===== config.mk =====
export PLATFORM = sky130hd
export DESIGN_NAME = scl_loader
export DESIGN_NICKNAME = d
export VERILOG_FILES = /design/src/rtl/scl_pkg.sv /design/src/rtl/scl_stream_if.sv /design/src/rtl/scl_fifo.sv /design/src/rtl/scl_loader.sv
export SDC_FILE = /design/constraint.sdc
export NUM_CORES = 1
export LEC_CHECK = 0
export BUFFER_PORTS_ARGS = -buffer_cell sky130_fd_sc_hd__buf_2
export CAP_MARGIN = 25
export CORE_ASPECT_RATIO = 1.1
export CORE_UTILIZATION = 30
export DETAILED_ROUTE_END_ITERATION = 12
export PLACE_DENSITY = 0.44
export SYNTH_ARGS = -nofsm -noshare
export SYNTH_HDL_FRONTEND = slang
export SYNTH_HIERARCHICAL = 1
export SYNTH_SLANG_ARGS = --single-unit

===== constraint.sdc =====
create_clock -name clk -period 3.4 [get_ports clk]
set_input_delay 0.51 -clock clk [delete_from_list [all_inputs] [get_ports clk]]
set_output_delay 0.51 -clock clk [all_outputs]
set_load 0.1 [all_outputs]

===== src/rtl/scl_pkg.sv =====
// constants shared by the serial configuration loader files
package scl_pkg;
  // mode strap codes
  localparam logic [2:0] MODE_MASTER_SERIAL = 3'h0;
  localparam logic [2:0] MODE_SPI_FLASH = 3'h1;
  localparam logic [2:0] MODE_SLAVE_SERIAL = 3'h7;
  // flash variant codes, opcodes and dummy byte counts
  localparam logic [2:0] VAR_FAST_READ = 3'h7;
  localparam logic [2:0] VAR_PLAIN_READ = 3'h5;
  localparam logic [2:0] VAR_ARRAY_READ = 3'h6;
  localparam logic [7:0] OP_FAST_READ = 8'h0b;
  localparam logic [7:0] OP_PLAIN_READ = 8'h03;
  localparam logic [7:0] OP_ARRAY_READ = 8'he8;
  localparam logic [2:0] DUMMY_FAST_READ = 3'h1;
  localparam logic [2:0] DUMMY_PLAIN_READ = 3'h0;
  localparam logic [2:0] DUMMY_ARRAY_READ = 3'h4;
  // header: opcode plus 24-bit address
  localparam int ADDR_W = 24;
  localparam logic [6:0] HDR_BITS = 7'h20;
  localparam int DATA_W = 8;
  localparam int FIFO_DEPTH = 16;
  // clock rate field in the first image byte
  localparam int RATE_LSB = 0;
  localparam int RATE_W = 2;
  localparam logic [RATE_W-1:0] RATE_RESET = 2'h0;
  // timing: 50 MHz system clock, slowest shift clock 1 us period
  localparam int CLK_PERIOD_NS = 20;
  localparam int SLOW_SCK_PERIOD_NS = 1000;
  localparam int SLOW_HALF_CYC_INT =
    (SLOW_SCK_PERIOD_NS / (2 * CLK_PERIOD_NS)) < 1 ? 1 :
    (SLOW_SCK_PERIOD_NS / (2 * CLK_PERIOD_NS));
  localparam logic [7:0] SLOW_HALF_CYC = 8'(SLOW_HALF_CYC_INT);
  // default parameter values
  localparam logic [31:0] IMAGE_BYTES_DEFAULT = 32'h00011bdc;
  localparam logic [31:0] CHAIN_BYTES_DEFAULT = 32'h00000000;
  localparam logic [ADDR_W-1:0] START_ADDR_DEFAULT = 24'h000000;
endpackage : scl_pkg


===== src/rtl/scl_stream_if.sv =====
// valid/ready byte stream between loader and fifo
`timescale 1ns/1ps
interface scl_stream_if #(parameter int W = 8);
  logic valid;
  logic ready;
  logic [W-1:0] data;
  modport src (output valid, output data, input ready);
  modport snk (input valid, input data, output ready);
endinterface : scl_stream_if


===== src/rtl/scl_fifo.sv =====
// flip-flop fifo with stream write side and plain read side
`timescale 1ns/1ps
module scl_fifo #(
  parameter int W = 8,
  parameter int DEPTH = 16
) (
  input wire logic clk,
  input wire logic reset_n,
  scl_stream_if.snk wr,
  output logic rd_valid,
  output logic [W-1:0] rd_data,
  input wire logic rd_ready
);
  localparam int AW = (DEPTH < 2) ? 1 : $clog2(DEPTH);

  generate
    if (DEPTH < 2 || (1 << AW) != DEPTH)
    begin : g_bad_depth
      $error("scl_fifo depth must be a power of two, at least 2");
    end
  endgenerate

  logic [W-1:0] mem [DEPTH];
  logic [AW-1:0] wr_ptr;
  logic [AW-1:0] rd_ptr;
  logic [AW:0] count;
  logic do_wr;
  logic do_rd;

  // full and empty come straight from the occupancy count
  assign wr.ready = (count != (AW+1)'(DEPTH));
  assign rd_valid = (count != '0);
  assign rd_data = mem[rd_ptr];
  assign do_wr = wr.valid && wr.ready;
  assign do_rd = rd_valid && rd_ready;

  // storage written by index, no reset needed on data
  always_ff @(posedge clk)
  begin
    if (do_wr)
      mem[wr_ptr] <= wr.data;
  end

  // pointers and count
  always_ff @(posedge clk or negedge reset_n)
  begin
    if (!reset_n)
    begin
      wr_ptr <= '0;
      rd_ptr <= '0;
      count <= '0;
    end
    else
    begin
      if (do_wr)
        wr_ptr <= wr_ptr + 1'b1;
      if (do_rd)
        rd_ptr <= rd_ptr + 1'b1;
      if (do_wr && !do_rd)
        count <= count + 1'b1;
      else if (do_rd && !do_wr)
        count <= count - 1'b1;
    end
  end
endmodule : scl_fifo


===== src/rtl/scl_loader.sv =====
// serial configuration loader: spi flash read, serial prom and daisy chain
// Summary of operation
// - after own image, forward further data on data out at falling edge
// - after loading, user may keep clocking extra data from the memory
// - mode code 001 loads the image from an spi flash
// - spi mode drives the internally generated shift clock to the flash
// - variant straps choose the read opcode and dummy byte count
// - variant 111 sends opcode 0b then skips one dummy byte
// - variant 101 sends opcode 03 with no dummy bytes
// - variant 110 sends opcode e8 then skips four dummy bytes
// - straps are sampled when the init indicator rises high
// - start at slowest shift clock, speed up only if image asks
`timescale 1ns/1ps
module scl_loader #(
  parameter logic [31:0] IMAGE_BYTES = scl_pkg::IMAGE_BYTES_DEFAULT,
  parameter logic [31:0] CHAIN_BYTES = scl_pkg::CHAIN_BYTES_DEFAULT,
  parameter logic [scl_pkg::ADDR_W-1:0] START_ADDR =
    scl_pkg::START_ADDR_DEFAULT,
  parameter int FIFO_DEPTH = scl_pkg::FIFO_DEPTH
) (
  input wire logic clk,
  input wire logic reset_n,
  input wire logic init_high,
  input wire logic [2:0] mode_straps,
  input wire logic [2:0] flash_variant_straps,
  input wire logic user_continue,
  output logic config_shift_clock,
  output logic spi_select_n,
  output logic spi_mosi,
  input wire logic spi_miso,
  output logic chain_dout,
  output logic config_done,
  output logic variant_error,
  output logic [scl_pkg::RATE_W-1:0] clock_rate_setting,
  output logic cfg_valid,
  output logic [scl_pkg::DATA_W-1:0] cfg_data,
  input wire logic cfg_ready
);
  generate
    if (IMAGE_BYTES == 32'h0)
    begin : g_bad_image
      $error("scl_loader image must hold at least one byte");
    end
  endgenerate
  typedef enum logic [2:0] {
    SCL_IDLE = 3'h0,
    SCL_SEND = 3'h1,
    SCL_DATA = 3'h2,
    SCL_DONE = 3'h3,
    SCL_HALT = 3'h4
  } scl_state_t;
  scl_state_t state;
  logic init_q, first_byte, fwd_bit, fwd_pend, push_valid;
  logic tick, rise, fall, stall, forwarding;
  logic [7:0] div_cnt, half_lim, rx_sh, push_data, next_rx;
  logic [31:0] tx_sh, byte_cnt;
  logic [6:0] hdr_left;
  logic [2:0] bit_cnt;
  logic fifo_rd_valid, fifo_rd_ready;
  logic [7:0] fifo_rd_data;
  scl_stream_if #(.W(scl_pkg::DATA_W)) push_if ();
  assign push_if.valid = push_valid;
  assign push_if.data = push_data;
  // half-period divider; a stalled rise waits for the next tick
  assign tick = (div_cnt >= half_lim - 8'h01);
  assign forwarding = (byte_cnt >= IMAGE_BYTES) && !config_done;
  // hold the clock high-to-low only; a full fifo blocks the byte's last rise
  assign stall = (bit_cnt == 3'h7) && push_valid;
  assign rise = tick && !config_shift_clock && !stall &&
    (state == SCL_SEND || state == SCL_DATA);
  assign fall = tick && config_shift_clock;
  assign next_rx = {rx_sh[6:0], spi_miso};
  always_ff @(posedge clk or negedge reset_n)
  begin
    if (!reset_n)
      div_cnt <= 8'h00;
    else if (tick)
      div_cnt <= 8'h00;
    else
      div_cnt <= div_cnt + 8'h01;
  end

  // shift clock made from the internal divider and driven out
  always_ff @(posedge clk or negedge reset_n)
  begin
    if (!reset_n)
      config_shift_clock <= 1'b0;
    else if (rise || fall)
      config_shift_clock <= !config_shift_clock;
  end
  // init rise detector and main sequencer
  always_ff @(posedge clk or negedge reset_n)
  begin
    if (!reset_n)
    begin
      init_q <= 1'b0;
      state <= SCL_IDLE;
      spi_select_n <= 1'b1;
      tx_sh <= 32'h0;
      hdr_left <= 7'h00;
      config_done <= 1'b0;
      variant_error <= 1'b0;
    end
    else
    begin
      init_q <= init_high;
      case (state)
        SCL_IDLE:
        begin
          // straps taken on the init rising edge
          if (init_high && !init_q)
          begin
            if (mode_straps == scl_pkg::MODE_SPI_FLASH)
            begin
              state <= SCL_SEND;
              spi_select_n <= 1'b0;
              case (flash_variant_straps)
                scl_pkg::VAR_FAST_READ:
                begin
                  tx_sh <= {scl_pkg::OP_FAST_READ, START_ADDR};
                  hdr_left <= scl_pkg::HDR_BITS +
                    {1'b0, scl_pkg::DUMMY_FAST_READ, 3'h0};
                end
                scl_pkg::VAR_PLAIN_READ:
                begin
                  tx_sh <= {scl_pkg::OP_PLAIN_READ, START_ADDR};
                  hdr_left <= scl_pkg::HDR_BITS +
                    {1'b0, scl_pkg::DUMMY_PLAIN_READ, 3'h0};
                end
                scl_pkg::VAR_ARRAY_READ:
                begin
                  tx_sh <= {scl_pkg::OP_ARRAY_READ, START_ADDR};
                  hdr_left <= scl_pkg::HDR_BITS +
                    {1'b0, scl_pkg::DUMMY_ARRAY_READ, 3'h0};
                end
                default:
                begin
                  state <= SCL_HALT;
                  spi_select_n <= 1'b1;
                  variant_error <= 1'b1;
                end
              endcase
            end
            else if (mode_straps == scl_pkg::MODE_MASTER_SERIAL)
              state <= SCL_DATA; // prom streams from its reset address
          end
        end
        SCL_SEND:
        begin
          // header msb first, changed on falling edges
          if (fall)
            tx_sh <= {tx_sh[30:0], 1'b0};
          if (rise && hdr_left == 7'h01)
            state <= SCL_DATA;
          if (rise)
            hdr_left <= hdr_left - 7'h01;
        end
        SCL_DATA:
        begin
          // loading ends after image and chain bytes
          if (rise && bit_cnt == 3'h7 && !config_done &&
              byte_cnt + 32'h1 >= IMAGE_BYTES + CHAIN_BYTES)
          begin
            state <= SCL_DONE;
            config_done <= 1'b1;
          end
          else if (config_done && !user_continue && bit_cnt == 3'h0 &&
                   !config_shift_clock)
            state <= SCL_DONE;
        end
        SCL_DONE:
        begin
          // user logic keeps reading from the memory
          if (user_continue)
            state <= SCL_DATA;
          else if (!config_shift_clock)
            spi_select_n <= 1'b1;
        end
        SCL_HALT:
          state <= SCL_HALT;
        default:
          state <= SCL_IDLE;
      endcase
    end
  end

  // receive bytes on each rise while in the data state
  always_ff @(posedge clk or negedge reset_n)
  begin
    if (!reset_n)
    begin
      bit_cnt <= 3'h0;
      rx_sh <= 8'h00;
      byte_cnt <= 32'h0;
      fwd_bit <= 1'b0;
      fwd_pend <= 1'b0;
    end
    else if (rise && state == SCL_DATA)
    begin
      rx_sh <= next_rx;
      bit_cnt <= bit_cnt + 3'h1;
      fwd_bit <= spi_miso;
      fwd_pend <= forwarding;
      if (bit_cnt == 3'h7 && !config_done)
        byte_cnt <= byte_cnt + 32'h1;
    end
    else if (fall)
      fwd_pend <= 1'b0;
  end
  // chained data changes on the falling shift clock edge
  always_ff @(posedge clk or negedge reset_n)
  begin
    if (!reset_n)
      chain_dout <= 1'b0;
    else if (fall && fwd_pend)
      chain_dout <= fwd_bit;
  end
  // own image bytes and post-load user bytes go to the fifo
  always_ff @(posedge clk or negedge reset_n)
  begin
    if (!reset_n)
    begin
      push_valid <= 1'b0;
      push_data <= 8'h00;
    end
    else if (rise && state == SCL_DATA && bit_cnt == 3'h7 &&
             (config_done || byte_cnt < IMAGE_BYTES))
    begin
      push_valid <= 1'b1;
      push_data <= next_rx;
    end
    else if (push_if.ready)
      push_valid <= 1'b0;
  end
  // slow until the first image byte asks for a faster rate
  always_ff @(posedge clk or negedge reset_n)
  begin
    if (!reset_n)
    begin
      first_byte <= 1'b1;
      clock_rate_setting <= scl_pkg::RATE_RESET;
      half_lim <= scl_pkg::SLOW_HALF_CYC;
    end
    else if (rise && state == SCL_DATA && bit_cnt == 3'h7 && first_byte)
    begin
      first_byte <= 1'b0;
      clock_rate_setting <=
        next_rx[scl_pkg::RATE_LSB +: scl_pkg::RATE_W];
      half_lim <= scl_pkg::SLOW_HALF_CYC >>
        next_rx[scl_pkg::RATE_LSB +: scl_pkg::RATE_W];
    end
  end
  // mosi is registered from the header register's top bit, low in idle
  always_ff @(posedge clk or negedge reset_n)
  begin
    if (!reset_n)
      spi_mosi <= 1'b0;
    else
      spi_mosi <= (state == SCL_IDLE) ? 1'b0 : tx_sh[31];
  end
  scl_fifo #(.W(scl_pkg::DATA_W), .DEPTH(FIFO_DEPTH)) u_fifo (
    .clk(clk),
    .reset_n(reset_n),
    .wr(push_if),
    .rd_valid(fifo_rd_valid),
    .rd_data(fifo_rd_data),
    .rd_ready(fifo_rd_ready)
  );
  // registered output stage so the user port comes from flip-flops
  assign fifo_rd_ready = !cfg_valid || cfg_ready;
  always_ff @(posedge clk or negedge reset_n)
  begin
    if (!reset_n)
    begin
      cfg_valid <= 1'b0;
      cfg_data <= 8'h00;
    end
    else if (fifo_rd_ready)
    begin
      cfg_valid <= fifo_rd_valid;
      cfg_data <= fifo_rd_data;
    end
  end
endmodule : scl_loader


==> out/results.ini, run 1 <==
[synthesis]
synth.net_count=899
syn_avg_cell_area_um2=12.97
yosys.area.top_type=edfxtp_1
synth_area_leaders=edfxtp_1 (34%), dfrtp_1 (24%), mux4_2 (3.2%)
synthDistinctLibCells=76
synthArstFlopShare_pct=47.11
yosysWarnings=6
seq_area_frac_synth_pct=60.16
synth_edf_count=128
netlist_area_um2=11140
synth-main-ff-cell=edfxtp_1
synth-seq-cells=242
synth_top_area_share_pct=34.50
synthCells=859

[detailed_routing]
drc=0
wl_per_cell_um=17.17
drtIter0Drc=340
via_per_inst=4.701
ant_nets=0
drt-total-wl_mm=24.21
drt_first_pass_iters=4
vias=6628

[critical_path]
regToRegSetupSlack_ns=0.21
r2r-end=byte_cnt[13]
worstSetupStartpointType=register
crit_required_ns=3.87
rr_worst_depth=11
startpoint=half_lim[0]
worstSetupPathType=register to register
crit_fanout=9
cp.arrival_ns=3.66
endpoint_kind=register
reg2reg_from=half_lim[0]
endpoint=byte_cnt[13]

[global_route]
use_met2_pct=22.73
grt_overflow=0
grtUsageMet1_pct=17.71
grt_pass1_vias=7008
antenna_found_initial=0
grt_max_degree=57
grtUsageMet3_pct=2.031
busiest_layer=met2
track_usage_pct=13.38
grt_pass1_wl_mm=39.54

[placement]
portBuffers=28
gp_congestion=0.7577
hpwlAfterDp_mm=16.21
placed_area_um2=11840

[power]
p_leak_nw=5.071
clkPwrFrac_pct=31.2
combPwrFrac_pct=27.2
p_sw_share_pct=34.32
p_per_area_nw_per_um2=777.2
switching_power_mw=3.419
pwr-share-seq_pct=41.7
peakVddDrop_mv=0.5227
internal_power_mw=6.544

[clock_network]
clk_latency_ns=0.55
cts_setup_buffers=0
cts_root_buf=clkbuf_16
tritoncts=done
cts_made_buffers=28
cts_sinks=242
clk_path_buf_depth=3
h-tree-depth=1
postCtsHoldBufs=0
clk_pin_slew_ns=0.06

[sta]
fmax_mhz=313.4
fin_worst_skew_ns=0.008338
setup_viol=0
rsz0062_at_grt=false
worst_hold_slack_ns=0.03350
drv_slew=0
finalCritPeriodShare_pct=93.85
finalCriticalPeriod_ns=3.191
final.setup.tns_ns=0
timing_worst_slew_pin_value_ns=0.8629
hold_viol_final=0
relSlewSlack_pct=42.26

[die]
die_h_um=204.1
core_area_um2=36350
die_area_um2=37920
die_x_um=185.8
io_pins=29
rows=73
start_util_pct=30.65

[cells_and_area]
final_common_cell=edfxtp_1
fin_nets=941
n_fill_cell=3681
drive_gt1_share_pct=18.42
syn2layout_area_growth_pct=15.05
mostFrequentLayoutCells=edfxtp_1 (128), dfrtp_1 (108), nand2_1 (83)
design_area_um2=12820
diodes=0

[status]
outcome=finished, final reports clean

[job]
max-cap-violations=0

[min_path]
worstHoldPathType=input port to asynchronous set/reset pin

==> sequential cells by signal, indices dropped and copies added (netlist names), 3 cells and up <==
register,count
bit_cnt,3
byte_cnt,32
cfg_data,8
div_cnt,8
half_lim,5
hdr_left,7
push_data,8
rx_sh,7
state,3
tx_sh,8
u_fifo/count,5
u_fifo/mem,128
u_fifo/rd_ptr,4
u_fifo/wr_ptr,4
==> worst min-delay path by stage <==
| stage | startpoint | to | slack, ns |
|---|---|---|---|
| 2_1_floorplan | reset_n | bit_cnt[0] | 0.21 |
| 3_3_place_gp | rx_sh[6] | rx_sh[6] | 0.46 |
| 5_1_grt | init_high | init_q | 0.07 |
| 6_report | reset_n | tx_sh[27] | 0.03 |
| 4_1_cts | reset_n | tx_sh[28] | 0.05 |
| 3_5_place_dp | variant_error | variant_error | 0.47 |
==> repair_timing <==
item                       CTS  global route
hold endpoints to repair     0             0
setup endpoints to repair    0            21
gates resized for setup      0             2
==> area by class of cell <==
cell class | instances | area (um2) | area share [%]
sequential | 242 | 6704 | 52.30
clock inverter | 8 | 115.1 | 0.8980
inverter | 24 | 90.09 | 0.7028
multi-input combinational | 551 | 4076 | 31.80
tap | 487 | 609.3 | 4.754
timing repair buffer | 54 | 362.8 | 2.831
clock buffer | 44 | 860.8 | 6.715
==> stage by stage <==
stage,total power [mW],utilization (%),std cells,worst slack (ns)
final,9.963,35.26,1410,0.2092
after detailed placement,6.977,32.56,1358,0.1279
after CTS,10.14,35.24,1410,0.1174
after global routing,10.57,35.26,1410,0.01345
after floorplan,6.231,-,859,0.4211
after global placement,6.953,32.56,1358,0.1539
==> worst max-delay path, cell delays in order, from the launching register on <==
cell and delay [ns]:
dfstp_2 0.54, inv_1 0.08, ha_1 0.22, xnor2_1 0.14
ha_1 0.29, a21o_1 0.11, a31oi_1 0.03, o21ai_0 0.27
o21ai_2 0.16, or4b_2 0.82, nor4_1 0.28, xor2_1 0.17
==> cells in the mapped netlist (all sizes together) (20+ instances only) <==
cell type,n
xor2,21
xnor2,38
inv,24
nor3,20
nand3,29
o21ai,42
buf,20
edfxtp,128
mux2i,35
nand2,85
dfrtp,109
clkbuf,21
mux2,22
nor2,59
ha,27
==> per-layer routing <==
metal | vias up | wire, um
met5 | - | 0
met4 | 0 | 546
met3 | 44 | 594
met2 | 78 | 11800
met1 | 3261 | 11270
li1 | 3245 | -
==> power by group through the flow <==
stage                     Clock (mW)  Combinational (mW)  Sequential [mW]
after global routing            3.32                3.00             4.25
after floorplan                    0                1.75             4.48
after CTS                       3.22                2.76             4.17
after global placement             0                2.73             4.22
final                           3.11                2.70             4.15
after detailed placement           0                2.75             4.23
==> cells by family (layout without fill, tap and decap cells) <==
family / Yosys count / count (layout) / synth area share (%)
simple gates: 268 / 268 / 12.60
flops: 242 / 242 / 60.16
compound gates: 123 / 123 / 7.423
mux: 73 / 73 / 8.602
buf+inv: 66 / 130 / 3.369
xor+xnor: 59 / 59 / 4.638
fa+ha+maj: 28 / 28 / 3.212
No activity file was read; power rests on OpenSTA's default activity.
==> run 2: changes to the inputs <==
--- a/config.mk
+++ b/config.mk
@@ -5,12 +5,14 @@
 export SDC_FILE = /design/constraint.sdc
 export NUM_CORES = 1
 export LEC_CHECK = 0
+export ABC_AREA = 0
 export BUFFER_PORTS_ARGS = -buffer_cell sky130_fd_sc_hd__buf_2
 export CAP_MARGIN = 25
 export CORE_ASPECT_RATIO = 1.1
 export CORE_UTILIZATION = 30
 export DETAILED_ROUTE_END_ITERATION = 12
 export PLACE_DENSITY = 0.44
+export REMOVE_ABC_BUFFERS = 1
 export SYNTH_ARGS = -nofsm -noshare
 export SYNTH_HDL_FRONTEND = slang
 export SYNTH_HIERARCHICAL = 1
==> run 2 against run 1 <==
  * Clock power down 2%
  * Critical path type unchanged
  * Non-clock buffer count up 5
  * Power down 1.0%
  * First-iteration DRC count up 11%
  * Hold slack better by 0.059 ns
  * Global-route usage down 0.30 points
  * Worst setup slack better by 0.057 ns
  * Core utilization about the same
  * Critical endpoint unchanged
  * Routed wire length down 2.3%
  * Maximum frequency up 1.8%
==> out/results.ini, run 2 (synthesized netlist as in run 1, its figures left out) <==
[global_route]
grt_max_degree=67  ; was 57
antenna_found_initial=0  ; unchanged
grt_pass1_vias=6924  ; was 7008
track_usage_pct=13.08  ; was 13.38%
grt_overflow=0  ; unchanged
grt_pass1_wl_mm=38.75  ; was 39.54 mm

[sta]
finalCritPeriodShare_pct=92.17  ; was 93.85%
timing_worst_slew_pin_value_ns=0.8101  ; was 0.8629 ns
fin_worst_skew_ns=0.01217  ; was 0.008338 ns
rsz0062_at_grt=false  ; unchanged
drv_slew=0  ; unchanged
setup_ws_ns=0.2663  ; was 0.2092 ns
fmax_mhz=319.1  ; was 313.4 MHz
relSlewSlack_pct=45.79  ; was 42.26%
finalCriticalPeriod_ns=3.134  ; was 3.191 ns
hold_viol_final=0  ; unchanged
setup_viol=0  ; unchanged

[detailed_routing]
drt-total-wl_mm=23.64  ; was 24.21 mm
drtIter0Drc=377  ; was 340
via_per_inst=4.706  ; was 4.701
wl_per_cell_um=16.71  ; was 17.17 um
ant_nets=0  ; unchanged
vias=6659  ; was 6628
drt_first_pass_iters=4  ; unchanged
drc=0  ; unchanged

[min_path]
worstHoldPathType=input port to register  ; was input port to asynchronous set/reset pin
whs_endpoint=init_q
hp-start=init_high
whs_path_depth=1

[clock_network]
clk_path_buf_depth=3  ; unchanged
cts_setup_buffers=0  ; unchanged
tritoncts=done  ; unchanged
clk_latency_ns=0.55  ; about the same
cts-resized-gates=0  ; unchanged
cts_root_buf=clkbuf_16  ; unchanged
cts_made_buffers=28  ; unchanged
cts_sinks=242  ; unchanged
h-tree-depth=1  ; unchanged
clk_pin_slew_ns=0.06  ; about the same

[power]
p_leak_nw=5.072  ; was 5.071 nW
pwr-share-seq_pct=42.2  ; was 41.7%
clkPwrFrac_pct=30.9  ; was 31.2%
internal_power_mw=6.482  ; was 6.544 mW
peakVddDrop_mv=0.4850  ; was 0.5227 mV
switching_power_mw=3.381  ; was 3.419 mW
p_sw_share_pct=34.28  ; was 34.32%
combPwrFrac_pct=26.9  ; was 27.2%
p_per_area_nw_per_um2=770.4  ; was 777.2 nW/um2

[cells_and_area]
syn2layout_area_growth_pct=14.90  ; was 15.05%
regMostFlops=u_fifo/mem  ; unchanged
diodes=0  ; unchanged
fin_nets=946  ; was 941
utilization_pct=35.22  ; was 35.26%
reg_top3=u_fifo/mem (128), byte_cnt (32)  ; unchanged
largest_register_ffs=128  ; unchanged
final_common_cell=edfxtp_1  ; unchanged
drive_gt1_share_pct=18.43  ; was 18.42%
mostFrequentLayoutCells=edfxtp_1 (128), dfrtp_1 (108), nand2_1 (83)  ; unchanged
n_fill_cell=3655  ; was 3681

[critical_path]
crit_fanout=9  ; unchanged
cpMostUsedCell=ha_1  ; unchanged
worstSetupPathType=register to register  ; unchanged
regToRegSetupSlack_ns=0.27  ; was 0.21 ns
worstSetupStartpointType=register  ; unchanged
crit_path_max_incr_delay_ns=0.81  ; was 0.82 ns
r2r-end=byte_cnt[13]  ; unchanged
rr_worst_depth=11  ; unchanged
endpoint_kind=register  ; unchanged
cp_num_buf_inv=1  ; unchanged
reg2reg_from=half_lim[0]  ; unchanged
crit_family=simple AND/OR/NAND/NOR gates  ; unchanged
crit_chain=inv_1 -> ha_1 -> xnor2_1 -> ha_1 -> a21o_1 -> a31oi_1 -> o21ai_0 -> o21ai_1 -> or4b_2 -> nor4_1 -> xor2_1  ; was inv_1 -> ha_1 -> xnor2_1 -> ha_1 -> a21o_1 -> a31oi_1 -> o21ai_0 -> o21ai_2 -> or4b_2 -> nor4_1 -> xor2_1
crit_required_ns=3.86  ; was 3.87 ns
cp.arrival_ns=3.60  ; was 3.66 ns
crit_slowest_cell=or4b_2  ; unchanged

[status]
outcome=finished, final reports clean  ; unchanged

[die]
rows=73  ; unchanged
start_util_pct=30.65  ; unchanged
core_area_um2=36350  ; unchanged
die_x_um=185.8  ; unchanged
die_h_um=204.1  ; unchanged
die_area_um2=37920  ; unchanged
io_pins=29  ; unchanged

[placement]
gp_congestion=0.7446  ; was 0.7577
portBuffers=28  ; unchanged
dp_slack_ns=0.2582  ; was 0.1279 ns
hpwlAfterDp_mm=16.14  ; was 16.21 mm

[job]
max-cap-violations=0  ; unchanged

## run 2: changes by cell type in the layout (fill, tap and decap cells not counted), moves of 2 or more
cell       previous run  this run
buf_4                25        29
clkinv_2              2         7
bufinv_16             2         4
clkbuf_8             10         1
## run 2: how the worst max path moves through the flow
stage / slack (ns) / startpoint / endpoint / cells past startpoint
4_1_cts: 0.25 / half_lim[0] / byte_cnt[13] / 11
3_5_place_dp: 0.26 / half_lim[0] / byte_cnt[13] / 11
3_3_place_gp: 0.30 / half_lim[0] / byte_cnt[13] / 11
5_1_grt: 0.01 / half_lim[0] / state[0] / 14
6_report: 0.27 / half_lim[0] / byte_cnt[13] / 11
2_1_floorplan: -1.55 / half_lim[1] / byte_cnt[31] / 12
## run 2: cell type report
cell class	instances	area [um2]	share of cell area, %
clock inverters	16	193.9	1.515
flip-flops and latches	242	6704	52.37
repair buffers	59	394.1	3.079
clock buffers	36	740.7	5.786
well taps	487	609.3	4.760
multi-input cells	551	4070	31.79
inverters	24	90.09	0.7037
## run 2: power groups by stage
stage	clock [mW]	combinational [mW]	sequential (mW)
final	3.05	2.65	4.16
after global routing	3.26	2.93	4.26
after CTS	3.16	2.71	4.19
after detailed placement	0	2.70	4.24
after global placement	0	2.68	4.23
after floorplan	0	1.44	4.66
## run 2: repair_timing
item	in CTS	in global routing
setup endpoints to repair	0	0
hold endpoints to repair	4	0
hold buffers	1	0
## run 2: stage by stage
step | setup TNS [ns] | cells | cell area (um2) | power, mW | hold slack, ns
detailed placement | 0 | 1362 | 11860 | 6.938 | 0.4649
global placement | 0 | 1362 | 11860 | 6.915 | 0.4565
global route | 0 | 1415 | 12800 | 10.45 | 0.07291
finish | 0 | 1415 | 12800 | 9.863 | 0.09210
CTS | 0 | 1415 | 12800 | 10.05 | 0.06520
floorplan | -33.79 | 817 | 10860 | 6.100 | 0.2144
## run 2: layer usage
layer | GRT usage, % | part of all wire, % | vias to the layer above
li1 | - | - | 3250
met1 | 16.77 | 44 | 3294
met2 | 23.04 | 51 | 80
met3 | 1.996 | 2.6 | 35
met4 | 2.869 | 1.9 | 0
met5 | 0 | 0 | -
## run 2: worst register-to-register path: stages, from the launching register on
cell and delay (ns):
dfstp_2 0.54, inv_1 0.08, ha_1 0.22, xnor2_1 0.14
ha_1 0.29, a21o_1 0.10, a31oi_1 0.03, o21ai_0 0.25
o21ai_1 0.13, or4b_2 0.81, nor4_1 0.30, xor2_1 0.17
==> run 3: changes to the inputs <==
==> constraint.sdc (replaced) <==
create_clock -name clk -period 4 [get_ports clk]
set_input_delay 0.6 -clock clk [delete_from_list [all_inputs] [get_ports clk]]
set_output_delay 0.6 -clock clk [all_outputs]
set_load 0.1 [all_outputs]
==> run 3 against run 2 <==
  * Sequential share of layout area hardly changed
  * First-iteration DRC count is 16% lower
  * Count of clock-buffer cells in the layout is 5 higher
  * Critical endpoint is now push_data[0]
  * Routed wire length is 1.4% higher
  * Final cell count is 1.3% lower
  * Largest cell class unchanged
  * Core utilization hardly changed
==> out/results.ini, run 3 (synthesized netlist as in run 1, its figures left out) <==
[cells_and_area]
mostFrequentLayoutCells=edfxtp_1 (128), dfrtp_1 (108), nand2_1 (83)  ; unchanged
regMostFlops=u_fifo/mem  ; unchanged
drive_gt1_share_pct=17.47  ; was 18.43%
reg_top3=u_fifo/mem (128), byte_cnt (32)  ; unchanged
n_fill_cell=3625  ; was 3655
syn2layout_area_growth_pct=14.97  ; was 14.90%
final_common_cell=edfxtp_1  ; unchanged
diodes=0  ; unchanged
utilization_pct=35.24  ; was 35.22%
fin_nets=927  ; was 946
instances_no_fill=1397  ; was 1415
largest_register_ffs=128  ; unchanged

[clock_network]
clk_path_buf_depth=3  ; unchanged
cts_setup_buffers=0  ; unchanged
tritoncts=done  ; unchanged
h-tree-depth=1  ; unchanged
clk_pin_slew_ns=0.06  ; about the same
cts_made_buffers=29  ; was 28
cts-resized-gates=0  ; unchanged
cts_sinks=242  ; unchanged
clk_latency_ns=0.55  ; about the same
cts_root_buf=clkbuf_16  ; unchanged

[placement]
post-place-cells=1340  ; was 1362
portBuffers=28  ; unchanged
hpwlAfterDp_mm=15.58  ; was 16.14 mm
gp_congestion=0.7438  ; was 0.7446

[detailed_routing]
ant_nets=0  ; unchanged
vias=6629  ; was 6659
drtIter0Drc=318  ; was 377
wl_per_cell_um=17.16  ; was 16.71 um
drt_first_pass_iters=4  ; unchanged
via_per_inst=4.745  ; was 4.706
drc=0  ; unchanged
drt-total-wl_mm=23.98  ; was 23.64 mm

[die]
core_area_um2=36350  ; unchanged
start_util_pct=30.65  ; unchanged
die_x_um=185.8  ; unchanged
io_pins=29  ; unchanged
rows=73  ; unchanged
die_area_um2=37920  ; unchanged
die_h_um=204.1  ; unchanged

[critical_path]
crit_required_ns=4.43  ; was 3.86 ns
crit_fanout=11  ; was 9
endpoint_kind=register  ; unchanged
worstSetupPathType=register to register  ; unchanged
worstSetupStartpointType=register  ; unchanged
cp.arrival_ns=3.95  ; was 3.60 ns

[power]
finalPower_mw=8.617  ; was 9.863 mW
internal_power_mw=5.705  ; was 6.482 mW
pwr-share-seq_pct=41.4  ; was 42.2%
peakVddDrop_mv=0.5238  ; was 0.4850 mV
p_sw_share_pct=33.79  ; was 34.28%
p_per_area_nw_per_um2=672.7  ; was 770.4 nW/um2
clkPwrFrac_pct=32.9  ; was 30.9%
switching_power_mw=2.912  ; was 3.381 mW
p_leak_nw=5.042  ; was 5.072 nW
combPwrFrac_pct=25.8  ; was 26.9%

[global_route]
grt_pass1_wl_mm=38.86  ; was 38.75 mm
grt_max_degree=101  ; was 67
grt_pass1_vias=6763  ; was 6924
grt_overflow=0  ; unchanged
track_usage_pct=13.12  ; was 13.08%
antenna_found_initial=0  ; unchanged

[sta]
relSlewSlack_pct=27.81  ; was 45.79%
hold_viol_final=0  ; unchanged
fin_worst_skew_ns=0.01109  ; was 0.01217 ns
setup_viol=0  ; unchanged
timing_worst_slew_pin_value_ns=1.079  ; was 0.8101 ns
finalCritPeriodShare_pct=88.07  ; was 92.17%
rsz0062_at_grt=false  ; unchanged
fmax_mhz=283.9  ; was 319.1 MHz
finalCriticalPeriod_ns=3.523  ; was 3.134 ns
worst_hold_slack_ns=0.1750  ; was 0.09210 ns
drv_slew=0  ; unchanged

[job]
max-cap-violations=0  ; unchanged

[status]
outcome=finished, final reports clean  ; unchanged

[min_path]
worstHoldPathType=input port to register  ; unchanged

[run 3: changes by cell type in the layout (fill, tap and decap cells not counted), moves of 2 or more]
| cell | before | now |
|---|---|---|
| nor3_2 | 0 | 3 |
| clkinv_2 | 7 | 2 |
| clkbuf_1 | 7 | 5 |
| buf_4 | 29 | 7 |
| nor3_1 | 20 | 17 |
| clkbuf_8 | 1 | 7 |
[run 3: metal layers]
metal,vias up,global-route usage [%],part of all wire [%]
li1,3229,-,-
met1,3285,17.65,47
met2,84,21.87,48
met3,31,2.014,3.1
met4,0,3.484,1.9
met5,-,0,0
[run 3: stage by stage]
stage	TNS, ns	instance area, um2	worst slack (ns)
finish	0	12810	0.4771
global route	0	12810	0.1786
CTS	0	12760	0.4286
detailed placement	0	11710	0.4468
global placement	0	11710	0.5177
floorplan	-15.27	10860	-0.9495
[run 3: worst paths after layout]
path / start / end / slack [ns] / depth (start not counted)
min in group asynchronous: reset_n / state[1] / 0.47 / 2
max reg2reg: half_lim[0] / push_data[0] / 0.48 / 11
min reg2reg: variant_error / variant_error / 0.47 / 1
max in group asynchronous: reset_n / half_lim[4] / 2.84 / 3
min: init_high / init_q / 0.18 / 1
max: half_lim[0] / push_data[0] / 0.48 / 11
[run 3: critical path: stages, from the launching register on]
cell	delay (ns)
dfstp_2	0.54
inv_1	0.08
ha_1	0.22
xnor2_1	0.14
ha_1	0.29
a21o_1	0.10
a31oi_1	0.04
o21ai_0	0.28
o21ai_1	0.24
nor2_1	0.55
nand3_1	0.50
mux2_2	0.41
[run 3: final cells by class]
cell class	count	area, um2	area share [%]
flip-flops and latches	242	6704	52.33
multi-input cells	551	4088	31.91
clock buffers	41	840.8	6.564
well taps	487	609.3	4.757
repair buffers	39	267.8	2.090
clock inverters	13	210.2	1.641
inverters	24	90.09	0.7033
[run 3: repair_timing]
item / CTS / global route
endpoints found under the hold margin: 0 / 20
endpoints found under the setup margin: 0 / 0
hold buffers: 0 / 1
[run 3: power by group through the flow]
| stage | Sequential [mW] | Clock [mW] | Combinational (mW) |
|---|---|---|---|
| finish | 3.56 | 2.83 | 2.22 |
| global route | 3.65 | 3.03 | 2.44 |
| CTS | 3.59 | 2.93 | 2.25 |
| detailed placement | 3.63 | 0 | 2.25 |
| global placement | 3.63 | 0 | 2.23 |
| floorplan | 3.96 | 0 | 1.22 |
